### src/stepper_config_status_regs.svh
/*
 * Register offsets, field positions, reset values and timing counts of the
 * stepper configuration and status block.
 * Assumes it is included by its bare name wherever a figure is needed.
 */
`ifndef STEPPER_CONFIG_STATUS_REGS_SVH
`define STEPPER_CONFIG_STATUS_REGS_SVH

// register offsets
`define ADDR_CTRL_LEVEL     8'h01
`define ADDR_CTRL_MOTION    8'h02
`define ADDR_CTRL_POWER     8'h03
`define ADDR_FAULT_GENERAL  8'h04
`define ADDR_OVERLOAD_X     8'h05

// control level register fields
`define PEAK_LSB            0
`define RES_LSB             5
// control motion register fields
`define DIRINV_BIT          7
`define STEPPOL_BIT         6
`define PWMDBL_BIT          5
`define JITTER_BIT          4
`define SLOPE_LSB           0
// control power register fields
`define DRVEN_BIT           7
`define SLEEP_BIT           6
`define LAGAIN_BIT          5
`define LAHOLD_BIT          4
// status fields
`define CHECK_BIT           7
`define HEAT_BIT            6
`define PUMP_BIT            5
`define OPEN_A_BIT          3
`define OPEN_B_BIT          2
`define OVL_MSB             6
`define OVL_LSB             3

// reset values and reserved resolution code
`define CTRL_RESET          8'h00
`define STATUS_RESET        8'h00
`define LFSR_SEED           8'hA5
`define STEP_RES_RESERVED   3'h7

// timing: clock and base chopping rate in Hz, cycles rounded down
`define CLK_HZ              20000000
`define PWM_BASE_HZ         22800
`define PWM_BASE_CYCLES     (`CLK_HZ / `PWM_BASE_HZ)
`define PWM_FAST_CYCLES     (`CLK_HZ / (2 * `PWM_BASE_HZ))

`endif

### src/stepper_pkg.sv
/*
 * Types of the stepper configuration and status block.
 * Assumes nothing; widths come from the register layout.
 */
package stepper_pkg;

    // state of the top module apart from the input synchroniser, registered as one word
    typedef struct packed {
        logic [4:0] peak_code;
        logic [2:0] step_res;
        logic       dir_invert;
        logic       step_on_fall;
        logic       pwm_double;
        logic       jitter_on;
        logic [1:0] slope_code;
        logic       drive_on;
        logic       sleep;
        logic       la_quarter;
        logic       la_hold;
        logic [7:0] general_status;
        logic [7:0] overload_status;
        logic [7:0] rdata;
        logic       step_prev;
        logic       step_pulse;
        logic       direction;
        logic [10:0] pwm_cnt;
        logic       pwm_tick;
        logic [7:0] lfsr;
        logic [7:0] load_angle;
        logic [9:0] peak_ma;
        logic [7:0] slope_rate;
    } state_t;

endpackage

### src/sync_bits.sv
/*
 * Two-flop synchroniser for a group of independent level inputs.
 * Assumes each bit is a slow level; no bus coherence across bits.
 */
`timescale 1ns/1ns
module sync_bits #(
    parameter int W = 1
) (
    input  wire logic         clk,
    input  wire logic         arst_n,
    input  wire logic [W-1:0] d,
    output logic      [W-1:0] q
);
    logic [W-1:0] meta;

    // first stage feeds only the second stage
    always_ff @(posedge clk or negedge arst_n) begin
        if (!arst_n) begin
            meta <= '0;
            q    <= '0;
        end else begin
            meta <= d;
            q    <= meta;
        end
    end
endmodule // sync_bits

### src/stepper_config_status.sv
/*
 * Configuration and status logic of a micro-stepping bipolar driver.
 * Assumes a frame decoder on clk presents one register access per strobe
 * and that pins and fault detectors are asynchronous to clk.
 */
`timescale 1ns/1ns
`include "stepper_config_status_regs.svh"
module stepper_config_status (
    input  wire logic       clk,
    input  wire logic       arst_n,
    input  wire logic       reg_wr,
    input  wire logic       reg_rd,
    input  wire logic [7:0] reg_addr,
    input  wire logic [7:0] reg_wdata,
    output logic      [7:0] reg_rdata,
    input  wire logic       dir_pin,
    input  wire logic       step_pulse_in,
    input  wire logic       heat_warning_flag,
    input  wire logic       pump_fail_flag,
    input  wire logic       coil_a_open,
    input  wire logic       coil_b_open,
    input  wire logic [3:0] coil_a_overload,
    input  wire logic [7:0] load_angle_raw,
    output logic      [7:0] load_angle_output,
    output logic            drivers_enable,
    output logic            sleep_mode,
    output logic            pwm_period_start,
    output logic            direction_ccw,
    output logic            step_advance,
    output logic      [4:0] coil_peak_level,
    output logic      [9:0] regulated_peak_current,
    output logic      [1:0] edge_slope_select,
    output logic      [7:0] slope_rate_v_us,
    output logic      [2:0] step_resolution
);
    ////////////////////////////////////////////////////////////////////////
    // tables and reset state
    localparam logic [9:0] PEAK_MA [32] = '{
        10'd15,  10'd30,  10'd45,  10'd50,  10'd55,  10'd61,  10'd67,
        10'd74,  10'd82,  10'd91,  10'd100, 10'd110, 10'd122, 10'd135,
        10'd149, 10'd164, 10'd181, 10'd200, 10'd221, 10'd244, 10'd269,
        10'd297, 10'd328, 10'd362, 10'd400, 10'd441, 10'd487, 10'd538,
        10'd594, 10'd656, 10'd724, 10'd800};
    localparam logic [7:0] SLOPE_V_US [4] = '{8'd150, 8'd100, 8'd50, 8'd25};
    localparam logic [10:0] PWM_BASE = 11'(`PWM_BASE_CYCLES);
    localparam logic [10:0] PWM_FAST = 11'(`PWM_FAST_CYCLES);
    localparam stepper_pkg::state_t RESET_STATE = '{
        peak_code: '0, step_res: '0, dir_invert: 1'b0, step_on_fall: 1'b0,
        pwm_double: 1'b0, jitter_on: 1'b0, slope_code: '0, drive_on: 1'b0,
        sleep: 1'b0, la_quarter: 1'b0, la_hold: 1'b0,
        general_status: `STATUS_RESET, overload_status: `STATUS_RESET,
        rdata: '0, step_prev: 1'b0, step_pulse: 1'b0, direction: 1'b0,
        pwm_cnt: '0, pwm_tick: 1'b0, lfsr: `LFSR_SEED, load_angle: '0,
        peak_ma: 10'd15, slope_rate: 8'd150};

    stepper_pkg::state_t s;
    stepper_pkg::state_t next_s;
    logic [9:0]  pin_sync;
    logic        dir_s;
    logic        step_s;
    logic        step_edge;

    ////////////////////////////////////////////////////////////////////////
    // every pin and fault detector is asynchronous, so all pass two flops; load_angle_raw does not
    // overload bits keep their order so [9:6] lands on status bits 6 to 3
    sync_bits #(.W(10)) u_sync (
        .clk    (clk),
        .arst_n (arst_n),
        .d      ({coil_a_overload, coil_b_open, coil_a_open,
                  pump_fail_flag, heat_warning_flag, step_pulse_in,
                  dir_pin}),
        .q      (pin_sync)
    );
    assign dir_s  = pin_sync[0];
    assign step_s = pin_sync[1];
    // selected edge of the synced step input
    assign step_edge = s.step_on_fall ? (s.step_prev & ~step_s)
                                      : (~s.step_prev & step_s);

    ////////////////////////////////////////////////////////////////////////
    // next-state logic
    always_comb begin
        next_s = s;
        next_s.step_prev  = step_s;
        next_s.step_pulse = step_edge;
        next_s.direction  = dir_s ^ s.dir_invert;
        // register writes; status offsets are read-only and ignore writes
        if (reg_wr) begin
            case (reg_addr)
                `ADDR_CTRL_LEVEL: begin
                    next_s.peak_code = reg_wdata[`PEAK_LSB +: 5];
                    // reserved resolution code keeps the previous mode
                    if (reg_wdata[`RES_LSB +: 3] != `STEP_RES_RESERVED) begin
                        next_s.step_res = reg_wdata[`RES_LSB +: 3];
                    end
                end
                `ADDR_CTRL_MOTION: begin
                    next_s.dir_invert   = reg_wdata[`DIRINV_BIT];
                    next_s.step_on_fall = reg_wdata[`STEPPOL_BIT];
                    next_s.pwm_double   = reg_wdata[`PWMDBL_BIT];
                    next_s.jitter_on    = reg_wdata[`JITTER_BIT];
                    next_s.slope_code   = reg_wdata[`SLOPE_LSB +: 2];
                end
                `ADDR_CTRL_POWER: begin
                    next_s.drive_on   = reg_wdata[`DRVEN_BIT];
                    next_s.sleep      = reg_wdata[`SLEEP_BIT];
                    next_s.la_quarter = reg_wdata[`LAGAIN_BIT];
                    next_s.la_hold    = reg_wdata[`LAHOLD_BIT];
                end
                default: begin
                end
            endcase
        end
        // general status tracks live detectors, unused bits zero
        next_s.general_status = '0;
        next_s.general_status[`HEAT_BIT]   = pin_sync[2];
        next_s.general_status[`PUMP_BIT]   = pin_sync[3];
        next_s.general_status[`OPEN_A_BIT] = pin_sync[4];
        next_s.general_status[`OPEN_B_BIT] = pin_sync[5];
        next_s.general_status[`CHECK_BIT]  =
            ^next_s.general_status[6:0];
        // overload flags stick; a read clears, but a new event wins
        next_s.overload_status = s.overload_status;
        if (reg_rd && reg_addr == `ADDR_OVERLOAD_X) begin
            next_s.overload_status = '0;
        end
        next_s.overload_status[`OVL_MSB:`OVL_LSB] =
            next_s.overload_status[`OVL_MSB:`OVL_LSB]
            | pin_sync[9:6];
        next_s.overload_status[2:0] = '0;
        next_s.overload_status[`CHECK_BIT] =
            ^next_s.overload_status[6:0];
        // read data registered one cycle after the strobe
        if (reg_rd) begin
            case (reg_addr)
                `ADDR_CTRL_LEVEL: next_s.rdata = {s.step_res, s.peak_code};
                `ADDR_CTRL_MOTION: next_s.rdata = {s.dir_invert,
                    s.step_on_fall, s.pwm_double, s.jitter_on, 2'b00,
                    s.slope_code};
                `ADDR_CTRL_POWER: next_s.rdata = {s.drive_on, s.sleep,
                    s.la_quarter, s.la_hold, 4'h0};
                `ADDR_FAULT_GENERAL: next_s.rdata = s.general_status;
                `ADDR_OVERLOAD_X: next_s.rdata = s.overload_status;
                default: next_s.rdata = 8'h00;
            endcase
        end
        // chop period counter; jitter stretches each period by lfsr bits
        next_s.pwm_tick = 1'b0;
        if (s.pwm_cnt == '0) begin
            next_s.pwm_tick = 1'b1;
            next_s.lfsr = {s.lfsr[6:0],
                           s.lfsr[7] ^ s.lfsr[5] ^ s.lfsr[4] ^ s.lfsr[3]};
            next_s.pwm_cnt = (s.pwm_double ? PWM_FAST : PWM_BASE) - 11'd1
                + (s.jitter_on ? {7'h00, s.lfsr[3:0]} : 11'd0);
        end else begin
            next_s.pwm_cnt = s.pwm_cnt - 11'd1;
        end
        // transparent output follows each sample, else holds per step
        if (!s.la_hold || step_edge) begin
            next_s.load_angle = s.la_quarter ? {2'b00, load_angle_raw[7:2]}
                                : {1'b0, load_angle_raw[7:1]};
        end
        next_s.peak_ma    = PEAK_MA[s.peak_code];
        next_s.slope_rate = SLOPE_V_US[s.slope_code];
    end

    ////////////////////////////////////////////////////////////////////////
    // state register
    always_ff @(posedge clk or negedge arst_n) begin
        if (!arst_n) begin
            s <= RESET_STATE;
        end else begin
            s <= next_s;
        end
    end

    // outputs all taken from the state register
    assign reg_rdata              = s.rdata;
    assign load_angle_output      = s.load_angle;
    assign drivers_enable         = s.drive_on;
    assign sleep_mode             = s.sleep;
    assign pwm_period_start       = s.pwm_tick;
    assign direction_ccw          = s.direction;
    assign step_advance           = s.step_pulse;
    assign coil_peak_level        = s.peak_code;
    assign regulated_peak_current = s.peak_ma;
    assign edge_slope_select      = s.slope_code;
    assign slope_rate_v_us        = s.slope_rate;
    assign step_resolution        = s.step_res;
endmodule // stepper_config_status

### config.mk
export PLATFORM = sky130hd
export DESIGN_NAME = stepper_config_status
export DESIGN_NICKNAME = d
export VERILOG_FILES = /design/src/stepper_pkg.sv /design/src/sync_bits.sv /design/src/stepper_config_status.sv
export VERILOG_INCLUDE_DIRS = /design/src
export SDC_FILE = /design/constraint.sdc
export NUM_CORES = 1
export LEC_CHECK = 0
export ABC_AREA = 1
export BUFFER_PORTS_ARGS = -buffer_cell sky130_fd_sc_hd__buf_2
export CAP_MARGIN = 10
export CORE_MARGIN = 3
export CORE_UTILIZATION = 30
export DETAILED_ROUTE_END_ITERATION = 8
export PLACE_DENSITY = 0.46
export REMOVE_ABC_BUFFERS = 1
export SYNTH_ARGS = -nofsm -noshare
export SYNTH_HDL_FRONTEND = slang
export SYNTH_SLANG_ARGS = --single-unit
### constraint.sdc
create_clock -name clk -period 1.8 [get_ports clk]
set_input_delay 0.54 -clock clk [delete_from_list [all_inputs] [get_ports clk]]
set_output_delay 0.54 -clock clk [all_outputs]
set_load 0.01 [all_outputs]
==> impl_summary.md <==
Logic synthesis
After synthesis, the share of cell area in mux cells is 0. The area fraction in compound gates after synthesis was 0.09861. The top cell type by total area after synthesis is dfrtp_1. The adder and majority gate portion of the synthesized area is 0.05117. The main combinational cell family by area after synthesis is simple AND/OR/NAND/NOR gates.

The most common cell in the synthesized netlist is nand2_1. The number of warning messages in the yosys log is 0. The number of different library cells used by synthesis comes to 44. After technology mapping, the gate count stands at 556. Of the total synthesized cell area, the portion taken by AND, OR, NAND and NOR gates is 0.1843. Of the total synthesized cell area, the portion taken by XOR and XNOR cells is 0.02434. The count of flip-flops with a built-in enable after synthesis is 0. The average cell area after synthesis is 9.060 sq um. The share of flip-flops with an asynchronous set or reset after synthesis is 1.000. Summing every instance area after synthesis gives 5037 sq um. Ranked by total cell area, the synthesized netlist is headed by dfrtp_1 45%, nand2_1 10%, buf_4 6.9%, dfstp_2 6.3%, ha_1 4.7%. The most used flip-flop cell after synthesis is dfrtp_1. The area share of the largest cell type after synthesis is 0.4521. The share of the Yosys chip area taken by registers is 0.5147. Counting instances in the post-synthesis netlist gives the leading cell types as 140 x nand2_1, 91 x dfrtp_1, 52 x inv_1. The flip-flop and latch count after synthesis is 103.

Setup path
Following the worst setup path forward leads to its endpoint at s[40]$_DFF_PN0_. The nature of the critical path startpoint is a flop. The depth of the worst register-to-register path is 8. The capture point of the worst reg-to-reg path is s[40]$_DFF_PN0_. The critical path crosses 8 cells after its start point. The critical path goes through nand2_2 -> ha_4 -> inv_4 -> ha_4 -> inv_2 -> fa_2 -> o22ai_2 -> o21ai_1. Counting both buffers and inverters, the worst setup path holds a total of 2. Broken down by cell family, the worst path's largest delay share belongs to adder cells.

Data on the critical path is required at its endpoint by about 2 ns. In this run the worst path has a maximum fanout of 3. The data arrival at the endpoint of the critical path is 2.00 ns. In this design, the stage delay of the slowest critical-path cell is between 0.5 and 0.6 ns.

The nature of the critical path endpoint is a flop. For flop-to-flop paths, the worst setup slack is roughly 0.023 ns. The critical path class is reg -> reg. The cell with the most instances on the worst path is ha_4.

The worst register-to-register path begins at s[26]$_DFFE_PN1P_. The origin of the worst setup path is s[26]$_DFFE_PN1P_. The slowest stage of the critical path is the dfstp_2 cell.

Die
The floorplan has 46 rows. The starting utilization of the core area is 0.3115. The core box area is 16170 sq um. The overall die area is between 15000 and 20000 sq um.

The die span in x is 135.6 microns. The count of boundary I/O pins is 87. The die is 135.6 microns tall.

STA
Across all setup checks in the final design, the least slack found is 0.02318 ns. The hold violation count in the final report is 0. Setup repair after global routing could not meet its margin everywhere. The minimum clock period is 1.777 ns. The summed negative setup slack over all endpoints is 0 ns. The number of max-slew violations in the final report is 0. The final hold slack is 0.09671 ns. Setup violations remaining at the end of the flow were counted as 0. Of the available clock period, the critical path in the final layout requires 0.9871. The achievable clock frequency is 562.8 MHz. Between clock sinks in the finished design, the worst skew comes to 0.005022 ns.

Global routing
Entering global routing, the biggest net connects 43 pins. The first global-routing pass estimated 17710 microns of wire. The overall routing resource usage is 0.1225. The number of antenna violations at the first check in global routing was 0.

The overflow left after global routing is 0. The number of global-route vias before repair is ~3.6k.

Clock tree
The tree built by TritonCTS fans out to a little over 100 sinks. The clock-pin slew on the worst setup and hold paths is 0.07 ns. The depth of the CTS H-tree is 3.

For the worst-skew pair, the clock arrives at the later sink with an insertion delay of 0.35 ns. TritonCTS built the clock tree. The buffer cell driving the clock tree root is clkbuf_16. The maximum number of buffers from clock root to sink is 2. The number of clock buffers added by TritonCTS is 9.

Placed design
The worst-case setup slack after placement is -0.01526 ns. The routability-driven placement congestion ratio is between 0.8 and 0.9. Detailed placement finished with a half-perimeter wire length of 7794 microns. The count of input and output buffers is between 80 and 90. Summing all placed instances gives a cell area of 5547 sq um.

Drt
The via density per instance is ~4.4. The via count is 3675. In this run the remaining antenna-violating nets after routing total 0. The pre-antenna-repair detailed-routing pass consisted of 4 iterations. After detailed routing, no signal wire sits above met4. The total wire length after detailed routing is 10690 microns. For this block, wires on met1 add up to 4970 microns. In the routed design, unresolved DRC markers number 0. The count of routing violations after the opening detailed-route iteration is between 150 and 200. The met3 layer wire length in the routed design is 556 microns. The detailed-route wire length per cell is 12.76 microns. The routed length on met2 is 4991 microns.

Power
In this run the static leakage power is around 2.9 nW. The power per cell area is between 900 and 1000 nW/um^2. The peak ir drop on the vdd network is 0.4797 mV.

Finish
The final antenna diode count is 0. The post-synthesis to final-layout area growth is 17.49%. The net count of the finished layout is 676. Fill cells in the final layout number 1661. The cell area after layout is 5918 sq um. Of the cells placed in the final design, the portion with a size suffix greater than 1 is 0.2878.

Min path
The min-delay analysis places its worst path in the category in -> async.

Job
The number of max-capacitance violations reported is 0.

Outcome
The run finished with clean final reports.
-- metrics by stage --
stage / total power, mW / util / std cells
after floorplan: 3.240 / - / 499
final: 5.490 / 0.3659 / 838
after global placement: 3.602 / 0.3430 / 821
after CTS: 5.580 / 0.3611 / 836
after global routing: 5.842 / 0.3659 / 838
after detailed placement: 3.621 / 0.3430 / 821
-- cells by family after synthesis --
kind of cell | Yosys count
buffers and inverters | 120
XOR/XNOR | 14
other | 1
AO/OA/AOI/OAI | 89
flip-flops | 103
AND/OR/NAND/NOR | 209
adder cells (fa/ha/maj) | 20
-- what timing repair did --
action | 4_1_cts | 5_1_grt
setup endpoints to repair | 2 | 5
pin swaps | 1 | 4
gates resized for setup | 1 | 17
setup buffers | 0 | 2
endpoints found under the hold margin | 0 | 0
hold buffers | 0 | 0
-- cell usage in the layout, fill, tap and decap left out, types with 13 or more instances in the layout --
| master | netlist | final |
|---|---|---|
| nand2_1 | 140 | 138 |
| dfrtp_1 | 91 | 90 |
| buf_2 | 4 | 83 |
| inv_1 | 52 | 48 |
| o21ai_1 | 34 | 35 |
| nor2_1 | 31 | 31 |
| a21oi_1 | 23 | 23 |
| buf_4 | 46 | 21 |
| ha_1 | 19 | 16 |
| inv_2 | 10 | 13 |
-- layout make-up --
type,count,area [sq um],share of cell area
inverter,63,239.0,0.04038
multi-input combinational,333,1871,0.3161
sequential,103,2594,0.4383
clock buffer,12,266.5,0.04503
timing repair buffer,108,653.1,0.1104
tap,216,270.3,0.04567
clock inverter,3,25.02,0.004228
-- routing by layer --
layer / vias up / GRT usage
li1: 1845 / -
met1: 1722 / 0.1616
met2: 96 / 0.1928
met3: 12 / 0.03306
met4: 0 / 0.04647
met5: - / 0
-- worst min-delay path by stage --
stage	start	endpoint	slack (ns)	cells after the start
2_1_floorplan	arst_n	coil_peak_level[0]$_DFFE_PN0P_	0.24	0
6_report	arst_n	load_angle_output[6]$_DFFE_PN0P_	0.1	1
4_1_cts	arst_n	load_angle_output[6]$_DFFE_PN0P_	0.09	1
5_1_grt	arst_n	load_angle_output[3]$_DFFE_PN0P_	0.1	1
3_5_place_dp	u_sync.meta[6]$_DFF_PN0_	u_sync.q[6]$_DFF_PN0_	0.33	0
3_3_place_gp	u_sync.meta[6]$_DFF_PN0_	u_sync.q[6]$_DFF_PN0_	0.33	0
-- flip-flops by register name, indices dropped and copies added, names as in the netlist --
| signal | flops |
|---|---|
| coil_peak_level | 5 |
| direction_ccw | 1 |
| drivers_enable | 1 |
| edge_slope_select | 2 |
| load_angle_output | 7 |
| pwm_period_start | 1 |
| reg_rdata | 8 |
| regulated_peak_current | 10 |
| s | 36 |
| sleep_mode | 1 |
| slope_rate_v_us | 7 |
| step_advance | 1 |
| step_resolution | 3 |
| u_sync.meta | 10 |
| u_sync.q | 10 |
-- report_power, final --
part | internal (mW) | total [mW] | switching (mW)
sequential | 2.53 | 2.66 | 0.131
combinational | 0.392 | 0.928 | 0.535
clock | 1.05 | 1.90 | 0.852
Note: power is estimated with default switching activity, not from simulation.
